`config.mk`:
```
export PLATFORM = sky130hd
export DESIGN_NAME = crypto_descriptor_processor
export DESIGN_NICKNAME = d
export VERILOG_FILES = /design/src/rtl/cdp_pkg.sv /design/src/rtl/cdp_regs_if.sv /design/src/rtl/cdp_axi_regs.sv /design/src/rtl/crypto_descriptor_processor.sv
export SDC_FILE = /design/constraint.sdc
export NUM_CORES = 1
export LEC_CHECK = 0
export ABC_AREA = 1
export BUFFER_PORTS_ARGS = -buffer_cell sky130_fd_sc_hd__buf_2
export CELL_PAD_IN_SITES_DETAIL_PLACEMENT = 0
export CELL_PAD_IN_SITES_GLOBAL_PLACEMENT = 1
export CORE_MARGIN = 4
export CORE_UTILIZATION = 40
export DETAILED_ROUTE_END_ITERATION = 6
export PLACE_DENSITY_LB_ADDON = 0.1
export SYNTH_ARGS = -nofsm -noshare
export SYNTH_HDL_FRONTEND = slang
export SYNTH_SLANG_ARGS = --single-unit
```
`constraint.sdc`:
```
create_clock -name clock -period 4.2 [get_ports clock]
set_clock_uncertainty 0.1 [all_clocks]
set_input_delay 0 -clock clock [delete_from_list [all_inputs] [get_ports clock]]
set_output_delay 0 -clock clock [all_outputs]
set_load 0.05 [all_outputs]
```
`src/rtl/cdp_pkg.sv`:
```
package cdp_pkg;
  // register byte offsets on the AXI4-Lite slave
  localparam logic [7:0] OFS_CONTROL = 8'h00;
  localparam logic [7:0] OFS_BASE = 8'h04;
  localparam logic [7:0] OFS_CURRENT = 8'h08;
  localparam logic [7:0] OFS_POLL = 8'h0C;
  localparam logic [7:0] OFS_STATUS = 8'h10;
  // control and status bit positions
  localparam int CTL_ENABLE_BIT = 0;
  localparam int CTL_RECEIVE_BIT = 1;
  localparam int ST_BUSY_BIT = 0;
  localparam int ST_ERROR_BIT = 1;
  // reset values
  localparam logic [31:0] RST_BASE = 32'h0000_0000;
  localparam logic [15:0] RST_POLL = 16'h0000;
  // descriptor control word fields
  localparam int OWN_BIT = 31;
  localparam int MODE_HI = 29;
  localparam int MODE_LO = 27;
  localparam int FETCH_BIT = 22;
  localparam int CHAIN_BIT = 19;
  localparam int FRAME_BIT = 18;
  localparam int PKT_IRQ_BIT = 17;
  localparam int DESC_IRQ_BIT = 16;
  localparam int LEN_HI = 15;
  // descriptor word order in memory
  localparam int DESC_WORDS = 8;
  localparam logic [2:0] W_CTRL = 3'h0;
  localparam logic [2:0] W_ASSOC = 3'h1;
  localparam logic [2:0] W_SRC = 3'h2;
  localparam logic [2:0] W_DST = 3'h3;
  localparam logic [2:0] W_NEXT = 3'h4;
  localparam logic [2:0] W_POST = 3'h5;
  localparam logic [2:0] W_MSG = 3'h6;
  localparam logic [2:0] W_COFF = 3'h7;
  typedef enum logic [2:0] {
    MODE_NORMAL = 3'b000,
    MODE_PREBOOT = 3'b001,
    MODE_KEY_WRAP = 3'b010,
    MODE_CONTENT_KEY = 3'b011
  } crypto_operation_type;
endpackage : cdp_pkg

```
`src/rtl/cdp_regs_if.sv`:
```
`timescale 1ns/1ps
interface cdp_regs_if;
  logic enable;
  logic receive;
  logic [31:0] base;
  logic [15:0] poll;
  logic error_clear;
  logic busy;
  logic error;
  logic [31:0] current;
  modport slave_side(output enable, receive, base, poll, error_clear,
                     input busy, error, current);
  modport engine_side(input enable, receive, base, poll, error_clear,
                      output busy, error, current);
endinterface : cdp_regs_if

```
`src/rtl/cdp_axi_regs.sv`:
```
`timescale 1ns/1ps
module cdp_axi_regs (
  input wire logic clock, // system clock
  input wire logic rst_n, // async reset
  input wire logic [7:0] awaddr, // write address
  input wire logic awvalid, // write address valid
  output logic awready, // write address ready
  input wire logic [31:0] wdata, // write data
  input wire logic [3:0] wstrb, // byte strobes
  input wire logic wvalid, // write data valid
  output logic wready, // write data ready
  output logic [1:0] bresp, // write response
  output logic bvalid, // write response valid
  input wire logic bready, // write response ready
  input wire logic [7:0] araddr, // read address
  input wire logic arvalid, // read address valid
  output logic arready, // read address ready
  output logic [31:0] rdata, // read data
  output logic [1:0] rresp, // read response
  output logic rvalid, // read data valid
  input wire logic rready, // read data ready
  cdp_regs_if.slave_side rif // engine side
);
  import cdp_pkg::*;
  logic aw_held, w_held;
  logic [7:0] aw_q;
  logic [31:0] w_q;
  logic [3:0] s_q;
  logic [31:0] control;
  wire do_write = aw_held && w_held && !bvalid;
  wire [31:0] strobed = {s_q[3] ? w_q[31:24] : 8'h00, s_q[2] ? w_q[23:16] : 8'h00,
                         s_q[1] ? w_q[15:8] : 8'h00, s_q[0] ? w_q[7:0] : 8'h00};
  wire [31:0] byte_mask = {{8{s_q[3]}}, {8{s_q[2]}}, {8{s_q[1]}}, {8{s_q[0]}}};
  wire [31:0] merge_ctl = (control & ~byte_mask) | strobed;
  wire wr_hit = aw_q == OFS_CONTROL || aw_q == OFS_BASE || aw_q == OFS_POLL ||
                aw_q == OFS_STATUS || aw_q == OFS_CURRENT;
  wire [31:0] status_word = {30'h0000_0000, rif.error, rif.busy};
  wire rd_hit = araddr == OFS_CONTROL || araddr == OFS_BASE || araddr == OFS_POLL ||
                araddr == OFS_STATUS || araddr == OFS_CURRENT;
  wire [31:0] rd_mux = araddr == OFS_CONTROL ? control :
                       araddr == OFS_BASE ? rif.base :
                       araddr == OFS_CURRENT ? rif.current :
                       araddr == OFS_POLL ? {16'h0000, rif.poll} :
                       araddr == OFS_STATUS ? status_word : 32'h0000_0000;
  assign awready = !aw_held && !bvalid;
  assign wready = !w_held && !bvalid;
  assign arready = !rvalid;
  assign rif.enable = control[CTL_ENABLE_BIT];
  assign rif.receive = control[CTL_RECEIVE_BIT];
  // error is write-one-to-clear on the status word
  assign rif.error_clear = do_write && aw_q == OFS_STATUS && strobed[ST_ERROR_BIT];
  always_ff @(posedge clock or negedge rst_n) begin
    if (!rst_n) begin
      aw_held <= 1'b0;
      w_held <= 1'b0;
      aw_q <= 8'h00;
      w_q <= 32'h0000_0000;
      s_q <= 4'h0;
      bvalid <= 1'b0;
      bresp <= 2'h0;
      rvalid <= 1'b0;
      rresp <= 2'h0;
      rdata <= 32'h0000_0000;
      control <= 32'h0000_0000;
      rif.base <= RST_BASE;
      rif.poll <= RST_POLL;
    end else begin
      if (awvalid && awready) begin
        aw_held <= 1'b1;
        aw_q <= awaddr;
      end
      if (wvalid && wready) begin
        w_held <= 1'b1;
        w_q <= wdata;
        s_q <= wstrb;
      end
      if (do_write) begin
        aw_held <= 1'b0;
        w_held <= 1'b0;
        bvalid <= 1'b1;
        bresp <= wr_hit ? 2'h0 : 2'h2;
        if (aw_q == OFS_CONTROL) control <= {30'h0000_0000, merge_ctl[1:0]};
        if (aw_q == OFS_BASE) rif.base <= (rif.base & ~byte_mask) | strobed;
        if (aw_q == OFS_POLL) rif.poll <= {s_q[1] ? w_q[15:8] : rif.poll[15:8],
                                          s_q[0] ? w_q[7:0] : rif.poll[7:0]};
      end else if (bvalid && bready) begin
        bvalid <= 1'b0;
      end
      if (arvalid && arready) begin
        rvalid <= 1'b1;
        rdata <= rd_mux;
        rresp <= rd_hit ? 2'h0 : 2'h2;
      end else if (rvalid && rready) begin
        rvalid <= 1'b0;
      end
    end
  end
endmodule : cdp_axi_regs

```
`src/rtl/crypto_descriptor_processor.sv`:
```
`timescale 1ns/1ps
// Overview of operation
// - bit 31 set hands descriptor to engine
// - engine clears ownership after finishing descriptor
// - mode field 29:27 decoded into four operations
// - fetch flag loads association from pointer
// - fetch flag clear reuses last association
// - bit 19 marks chain end, else follow next
// - after chain end reload address from base
// - receive writes frame-final flag bit 18
// - packet interrupt when enabled and packet ends
// - descriptor interrupt when enabled, every descriptor
// - receive overwrites length with filled bytes
// - linked list, fields updated in place
// - association pointer addresses keys and vectors
// - unowned descriptor waits poll cycles, refetches
// - results posted at result-posting pointer
module crypto_descriptor_processor (
  input wire logic clock, // system clock, 250 MHz
  input wire logic rst_n, // async reset, active low
  input wire logic [7:0] awaddr, // axi write address
  input wire logic awvalid, // axi write address valid
  output logic awready, // axi write address ready
  input wire logic [31:0] wdata, // axi write data
  input wire logic [3:0] wstrb, // axi byte strobes
  input wire logic wvalid, // axi write data valid
  output logic wready, // axi write data ready
  output logic [1:0] bresp, // axi write response
  output logic bvalid, // axi write response valid
  input wire logic bready, // axi write response ready
  input wire logic [7:0] araddr, // axi read address
  input wire logic arvalid, // axi read address valid
  output logic arready, // axi read address ready
  output logic [31:0] rdata, // axi read data
  output logic [1:0] rresp, // axi read response
  output logic rvalid, // axi read data valid
  input wire logic rready, // axi read data ready
  output logic mem_valid, // memory request
  output logic mem_write, // memory request is a write
  output logic [31:0] mem_addr, // memory byte address
  output logic [31:0] mem_wdata, // memory write data
  input wire logic mem_ready, // request taken, read data valid
  input wire logic [31:0] mem_rdata, // memory read data
  output logic op_start, // one-cycle start to the datapath
  output cdp_pkg::crypto_operation_type op_mode, // decoded operation
  output logic op_fetch_association, // load association before run
  output logic [31:0] op_association_pointer, // association address
  output logic [31:0] op_source_pointer, // source buffer
  output logic [31:0] op_destination_pointer, // destination buffer
  output logic [15:0] op_buffer_length, // buffer size
  output logic [31:0] op_total_message_bytes, // total message length
  output logic [31:0] op_cipher_offset, // cipher offset
  input wire logic op_done, // datapath finished
  input wire logic [15:0] op_filled_bytes, // bytes filled on receive
  input wire logic op_frame_end, // receive buffer ended the frame
  input wire logic [31:0] op_result, // result word to post
  output logic descriptor_done_irq, // one-cycle event
  output logic packet_done_irq // one-cycle event
);
  import cdp_pkg::*;
  typedef enum logic [2:0] {
    S_IDLE = 3'b000,
    S_FETCH_CTRL = 3'b001,
    S_POLL = 3'b010,
    S_FETCH_REST = 3'b011,
    S_RUN = 3'b100,
    S_POST = 3'b101,
    S_WRITE_BACK = 3'b110
  } state_type;

  state_type state;
  logic [31:0] desc [DESC_WORDS];
  logic [31:0] cur_addr;
  logic [2:0] idx;
  logic [15:0] poll_cnt;
  logic error;
  logic [15:0] filled;
  logic frame_end;
  logic [31:0] result;
  cdp_regs_if rif();

  cdp_axi_regs u_regs (
    .clock(clock),
    .rst_n(rst_n),
    .awaddr(awaddr),
    .awvalid(awvalid),
    .awready(awready),
    .wdata(wdata),
    .wstrb(wstrb),
    .wvalid(wvalid),
    .wready(wready),
    .bresp(bresp),
    .bvalid(bvalid),
    .bready(bready),
    .araddr(araddr),
    .arvalid(arvalid),
    .arready(arready),
    .rdata(rdata),
    .rresp(rresp),
    .rvalid(rvalid),
    .rready(rready),
    .rif(rif.slave_side)
  );

  wire [31:0] ctrl = desc[W_CTRL];
  wire owned = mem_rdata[OWN_BIT];
  // top bit of the mode field set means a reserved code
  wire mode_reserved = mem_rdata[MODE_HI];
  wire chain_end = ctrl[CHAIN_BIT];
  wire packet_end = rif.receive ? frame_end : ctrl[FRAME_BIT];
  wire last_word = idx == W_COFF;
  wire [31:0] word_addr = cur_addr + {27'h000_0000, idx, 2'b00};
  // ownership returned, frame flag and length refreshed on receive
  wire [31:0] wb_word = {1'b0, ctrl[30:19],
                         rif.receive ? frame_end : ctrl[FRAME_BIT],
                         ctrl[PKT_IRQ_BIT:DESC_IRQ_BIT],
                         rif.receive ? filled : ctrl[LEN_HI:0]};
  wire [31:0] next_addr = chain_end ? rif.base : desc[W_NEXT];

  assign mem_valid = state == S_FETCH_CTRL || state == S_FETCH_REST ||
                     state == S_POST || state == S_WRITE_BACK;
  assign mem_write = state == S_POST || state == S_WRITE_BACK;
  assign mem_addr = state == S_POST ? desc[W_POST] : word_addr;
  assign mem_wdata = state == S_POST ? result : wb_word;
  assign op_mode = crypto_operation_type'(ctrl[MODE_HI:MODE_LO]);
  assign op_fetch_association = ctrl[FETCH_BIT];
  assign op_association_pointer = desc[W_ASSOC];
  assign op_source_pointer = desc[W_SRC];
  assign op_destination_pointer = desc[W_DST];
  assign op_buffer_length = ctrl[LEN_HI:0];
  assign op_total_message_bytes = desc[W_MSG];
  assign op_cipher_offset = desc[W_COFF];
  assign rif.busy = state != S_IDLE;
  assign rif.error = error;
  assign rif.current = cur_addr;

  always_ff @(posedge clock or negedge rst_n) begin
    if (!rst_n) begin
      for (int i = 0; i < DESC_WORDS; i++) desc[i] <= 32'h0000_0000;
    end else if (mem_valid && !mem_write && mem_ready) begin
      desc[idx] <= mem_rdata;
    end
  end

  always_ff @(posedge clock or negedge rst_n) begin
    if (!rst_n) begin
      state <= S_IDLE;
      cur_addr <= RST_BASE;
      idx <= W_CTRL;
      poll_cnt <= 16'h0000;
      error <= 1'b0;
      filled <= 16'h0000;
      frame_end <= 1'b0;
      result <= 32'h0000_0000;
      op_start <= 1'b0;
      descriptor_done_irq <= 1'b0;
      packet_done_irq <= 1'b0;
    end else begin
      op_start <= 1'b0;
      descriptor_done_irq <= 1'b0;
      packet_done_irq <= 1'b0;
      // a new reserved-mode fault in the same cycle beats the clear
      if (rif.error_clear) error <= 1'b0;
      case (state)
        S_IDLE: begin
          idx <= W_CTRL;
          // a halted engine restarts the walk from the base
          if (!rif.enable) cur_addr <= rif.base;
          else if (!error && !rif.error_clear) state <= S_FETCH_CTRL;
        end
        S_FETCH_CTRL: begin
          if (mem_ready) begin
            if (!owned) begin
              poll_cnt <= rif.poll;
              state <= S_POLL;
            end else if (mode_reserved) begin
              error <= 1'b1;
              state <= S_IDLE;
            end else begin
              idx <= W_ASSOC;
              state <= S_FETCH_REST;
            end
          end
        end
        S_POLL: begin
          if (poll_cnt == 16'h0000) state <= S_IDLE;
          else poll_cnt <= poll_cnt - 16'h0001;
        end
        S_FETCH_REST: begin
          if (mem_ready) begin
            if (last_word) begin
              op_start <= 1'b1;
              state <= S_RUN;
            end else begin
              idx <= idx + 3'h1;
            end
          end
        end
        S_RUN: begin
          if (op_done) begin
            filled <= op_filled_bytes;
            frame_end <= op_frame_end;
            result <= op_result;
            state <= S_POST;
          end
        end
        S_POST: begin
          idx <= W_CTRL;
          if (mem_ready) state <= S_WRITE_BACK;
        end
        S_WRITE_BACK: begin
          if (mem_ready) begin
            descriptor_done_irq <= ctrl[DESC_IRQ_BIT];
            packet_done_irq <= ctrl[PKT_IRQ_BIT] && packet_end;
            cur_addr <= next_addr;
            state <= S_IDLE;
          end
        end
        default: state <= S_IDLE;
      endcase
    end
  end

  // helper: cycles spent in the poll wait
  logic [16:0] wait_len;
  always_ff @(posedge clock or negedge rst_n) begin
    if (!rst_n) wait_len <= 17'h0_0000;
    else if (state == S_POLL) wait_len <= wait_len + 17'h0_0001;
    else wait_len <= 17'h0_0000;
  end

  // interval in force for this wait; software may rewrite the register meanwhile
  logic [15:0] poll_load;
  always_ff @(posedge clock or negedge rst_n) begin
    if (!rst_n) poll_load <= 16'h0000;
    else if (state == S_FETCH_CTRL && mem_ready && !owned) poll_load <= rif.poll;
  end
endmodule : crypto_descriptor_processor

```
After elaboration in Yosys (flattened, before gate mapping):

Cells that the tools add are included.

* logic and storage cells: 195
* bits in registers: 497
* output and inout bits: 290

* bitwise operators: 6
* $add $sub $neg: 3
* reductions and logical operators: 57
* order comparisons: 2
* eq/ne operators: 30
* muxes and demuxes: 64

Operators by type and width (count)
* two-way mux 32 bit: 10
* bitwise mux 256 bit: 1
* demux 32 bit (select 3 bit): 1
* two-way mux 16 bit: 4
* one-hot mux 32 bit (2 select lines): 1
* two-way mux 3 bit: 14
* adder 32 x 5 -> 32 bit: 1
* bitwise AND 32 bit: 1
* == test 8 x 4 -> 1 bit (second input constant): 4
* two-way mux 8 bit: 4
* inverter 32 bit: 1
* OR 32 bit: 1
* one-hot mux 16 bit (2 select lines): 1
* inequality test 2 bit (second input constant): 14
* two-way mux 1 bit: 21
* one-hot mux 3 bit (7 select lines): 1
* == test 8 x 3 -> 1 bit (second input constant): 2
* == test 8 x 5 -> 1 bit (second input constant): 2
* logical AND 1 bit: 16
* logical NOT 16 bit: 1
* logical NOT 8 bit: 2
* subtractor 16 x 1 -> 16 bit (second input constant): 1
* == test 3 bit (second input constant): 4
* logical OR 1 bit: 12
* other kinds (21): 42

Logic depth before layout (Yosys ltp):

* depth in word-level cells: 9
* mapped depth: 12
* gate-level depth less buffers: 11

Hierarchy:

From an unflattened synthesis, not the netlist that was laid out.

* cells, all modules: 2675
* area total of the unflattened synthesis: 23319.9 µm²

Modules (own cells, without submodules)
* crypto_descriptor_processor: area an instance 17480.5 µm², sequential area each 9058.7 µm², cells an instance 2001, instances 1
* cdp_axi_regs: area an instance 5839.4 µm², sequential area each 3303.2 µm², cells an instance 674, instances 1

Least setup slack after synthesis:

No wires, ideal clock.

* kind: reg2out
* start point: reg idx[0]
* end point: out mem_addr[12]
* buffers on the path: 0
* arrival: 2589 ps
* slack: 1511 ps
* required time: 4100 ps
* cell stages (with the launch flop): 9
* cell sequence: dfrtp_1 > ha_1 > fa_1 > nand2_1 > nand2_1 > nand2_1 > nor2_1 > xnor2_1 > o21ai_0

* longest elaborated chain between the ends: 2

Ends and longest elaborated chain
* start: declaration: RTL line crypto_descriptor_processor.sv:74 `logic [2:0] idx;`
* start signal: assignment: RTL line crypto_descriptor_processor.sv:195 `idx <= idx + 3'h1;`
* adder 32 x 5 -> 32 bit: RTL line crypto_descriptor_processor.sv:112 `wire [31:0] word_addr = cur_addr + {27'h000_0000, idx, 2'b00};`
* two-way mux 32 bit: RTL line crypto_descriptor_processor.sv:123 `assign mem_addr = state == S_POST ? desc[W_POST] : word_addr;`
* end: declaration: RTL line crypto_descriptor_processor.sv:40 `output logic [31:0] mem_addr,`

No other way between the ends.

Worst setup path in the final report:

* start point: in araddr[0]
* end point: reg u_regs.rdata[0]

* longest elaborated chain between the ends: 6
* elaborated cells between the ends (all ways): 10
* classes of those cells: 4 x eq/ne; 5 x mux; 1 x reduce/logical

Ends and longest elaborated chain
* start: declaration: RTL line crypto_descriptor_processor.sv:31 `input wire logic [7:0] araddr,`
* == test 8 x 5 -> 1 bit: RTL line cdp_axi_regs.sv:44 `araddr == OFS_STATUS ? status_word : 32'h0000_0000;`
* two-way mux 2 bit: RTL line cdp_axi_regs.sv:44
* two-way mux 32 bit: RTL line cdp_axi_regs.sv:43 `araddr == OFS_POLL ? {16'h0000, rif.poll} :`
* two-way mux 32 bit: RTL line cdp_axi_regs.sv:42 `araddr == OFS_CURRENT ? rif.current :`
* two-way mux 32 bit: RTL line cdp_axi_regs.sv:41 `araddr == OFS_BASE ? rif.base :`
* two-way mux 32 bit (*): RTL line cdp_axi_regs.sv:40 `wire [31:0] rd_mux = araddr == OFS_CONTROL ? control :`
* end signal: assignment: RTL line cdp_axi_regs.sv:91 `rdata <= rd_mux;`
* end: declaration: RTL line cdp_axi_regs.sv:18 `output logic [31:0] rdata,`

Every way passes the cells marked *; elsewhere a longest branch is shown, timed or not.
A chain may end at the register's enable or synchronous reset.

==> key figures <==
Outcome
  – Outcome: completed

Placed design
  – Final HPWL DP: between 50 and 60 mm
  – Port-buffer cells: between 400 and 500
  – Gpl congestion: ~0.89

Yosys
  – Syn avg cell area: 8.49 µm²
  – XOR/XNOR share of the synthesized area: less than 1%
  – Compound-Gate Fraction of Synth Area: 12.7%
  – Synth cell count leaders: nand2_1, dfrtp_1, nor2_1, o21ai_0, inv_1
  – Synth area leaders: dfrtp_1, nand2_1, o21ai_0, buf_4, a21oi_1
  – Number of synthesized register bits: ~490
  – Synth async-reset ratio: between 90% and 100%
  – Yosys cell types: 42
  – Top-count cell post-synth: nand2_1
  – Cells after synthesis: ~2700
  – Mux contribution to synthesized area: under 10%
  – Yosys top cell area share: 53.5%
  – Simple-gate share of the synthesized area: between 10% and 20%
  – Cell area after synthesis: approximately 23000 µm²
  – Primary FF master, synth: dfrtp_1
  – Area leader, netlist: dfrtp_1
  – Post-synth EDFFs: 0
  – Post-Synth Adder-Cell Area: less than 1%
  – Sequential fraction of the synthesis area: ~53%
  – Main combinational cell family by area after synthesis: simple AND/OR/NAND/NOR gates
  – Synth Warn #: 0

Finish
  – Layout cells sized above 1: 19.8%
  – Max reg flops: between 60 and 70
  – Largest Register: desc
  – Nets: approximately 3300
  – Layout fillers: around 5600
  – Area of the multi-input gates: 7960 µm²
  – Synthesis-to-finish area growth: 22.8%
  – Register area: about 12000 µm²
  – Final core utilization: 50.0%

Floorplan
  – I/O Pins: between 400 and 500
  – Initial Utilization: 40.7%
  – Row count: between 80 and 90
  – Die W: between 200 and 250 µm
  – Total core area: about 57000 µm²
  – Die height: ~250 µm
  – Die ar.: 61700 µm²

Job
  – Max cap viols: 0

Routing
  – DR pass1 iterations: 5
  – Post-DR vias/cell: 4.87
  – DRC: 0
  – Routed Antenna Nets: 0
  – Final wirelength: about 77 mm
  – Drt wl/cell: just under 20 µm
  – 1st-iter DRT viols: approximately 1300
  – Via count: between 15000 and 20000

Setup path
  – WP data required: roughly 4700 ps
  – Critical Path AT: between 4000 and 5000 ps
  – CP Max Fanout: 4
  – Worst Setup Start Kind: input port
  – Critical path class: in2reg
  – Setup crit end kind: register

STA
  – Period utilization: between 80% and 90%
  – Slew Viols, Final: 0
  – Fmax: roughly 260 MHz
  – Final Hold Viols: 0
  – Rel. slew slack: 14.0%
  – RSZ-0062 raised after global routing: no
  – Final setup fails: 0
  – Crit path time final: between 3000 and 4000 ps
  – Setup_tns: 0 ps
  – Slew @ Worst Pin: between 1000 and 1500 ps

Pwr
  – Part of the power in registers: between 40% and 50%
  – P per Cell Area: ~440 nW/µm²
  – Maximum VDD drop: 517 µV
  – Clock share of power: between 30 and 40%
  – Net Sw Frac: around 30%
  – Int Pwr: between 8 and 9 mW
  – Leak Pwr: about 15 nW
  – Logic pwr share: approximately 17%
  – Switch Pwr: 3.68 mW

Clock network
  – Post-CTS Setup Inserts: 0
  – Clock root cell: clkbuf_16
  – Clock Latency Late Sink: roughly 620 ps
  – Gates resized, CTS repair: 0
  – TritonCTS Buffers: 55
  – Cts hold-fix bufs: approximately 190
  – Clock sinks: between 400 and 500
  – CTS tree: yes
  – H-Tree Depth: 2
  – Worst-path clk slew: ~60 ps
  – CTS Buffer Depth: 3

Global routing
  – Total track usage: between 20 and 25%
  – Largest net degree at the start of global routing: 124
  – First-pass GRT wire length: approximately 110 mm
  – Initial antenna violation count: 1
  – Grt ovf: 0
  – Number of global-route vias before repair: approximately 19000

Hold path
  – Min-Delay Path Class: in2reg
==> cell type report <==
cell class | instances | area share (%)
flip-flops and latches | 494 | 43.5
clock inverters | 27 | 0.943
inverters | 251 | 3.32
well taps | 756 | 3.33
repair buffers | 642 | 15.3
clock buffers | 74 | 5.53
multi-input cells | 1684 | 28.0
diodes | 2 | 0.0176
==> placed cells by master (no fill, tap or decap), drive strengths merged, types with 6 or more instances in the layout <==
master       Yosys  routed
dlygate4sd3      0     191
clkinvlp         0       7
o211ai          46      46
dfrtp          494     494
a21oi          212     212
ha               7       7
nand4            6       6
o21ai          293     293
mux2            55      55
nand3           76      76
clkbuf          55      74
nand2          663     663
inv            248     249
nor2           292     292
buf            240     451
clkinv           3      18
==> cell families (layout without fill, tap and decap cells) <==
| group | Yosys count | after routing |
|---|---|---|
| compound gates | 561 | 561 |
| xor+xnor | 7 | 7 |
| fa+ha+maj | 8 | 8 |
| other cells | 1 | 4 |
| flops | 494 | 494 |
| mux | 58 | 58 |
| buf+inv | 546 | 994 |
| simple gates | 1048 | 1048 |
==> worst max-delay path, stage by stage <==
cell and delay [ps]:
dlygate4sd3_1 530, buf_2 120, nor2_1 310, dlygate4sd3_1 650, nand2_1 90, inv_1 60, nand4_1 70, dlygate4sd3_1 570
nand2_1 60, dlygate4sd3_1 540, o21ai_0 70, dlygate4sd3_1 560, nand2_1 60, dlygate4sd3_1 550
==> path summary, 6_finish.rpt <==
kind | end | depth (start not counted) | from | slack, ps
worst min register to register | op_total_message_bytes[24] | 2 | op_total_message_bytes[24] | 380
min in group asynchronous | op_total_message_bytes[5] | 4 | rst_n | 510
max in group asynchronous | result[5] | 4 | rst_n | 2800
worst max register to register | u_regs.rdata[0] | 8 | cur_addr[0] | 1040
worst min-delay path | u_regs.w_q[19] | 3 | wvalid | 30
worst max-delay path | u_regs.rdata[0] | 14 | araddr[0] | 420
==> through the flow <==
step	area [µm²]	hold slack [ps]	cells	worst slack, ps	power, mW
2_1_floorplan	23100	-396	2724	1510	6.58
6_report	28400	27.6	3930	421	12.4
5_1_grt	28400	44.6	3928	319	13.0
4_1_cts	28400	1.09	3927	439	12.5
3_3_place_gp	24600	-67.2	3634	1670	7.26
3_5_place_dp	24600	-58.9	3634	1610	7.28
==> power groups by stage <==
stage | registers (mW) | logic [mW] | clock network [mW]
after global placement | 5.49 | 1.76 | 0
after floorplan | 5.43 | 1.15 | 0
after detailed placement | 5.50 | 1.78 | 0
final | 5.42 | 2.09 | 4.89
after CTS | 5.42 | 2.10 | 5.01
after global routing | 5.46 | 2.30 | 5.22
==> per-layer routing <==
metal | track usage (%) | vias up | part of all wire (%)
met4 | 7.57 | 0 | 2.9
met5 | 0 | - | 0
met2 | 37.9 | 483 | 46
met1 | 34.8 | 9200 | 46
li1 | - | 9344 | -
met3 | 3.96 | 128 | 5.9
Power figures use the tool's default switching activity.
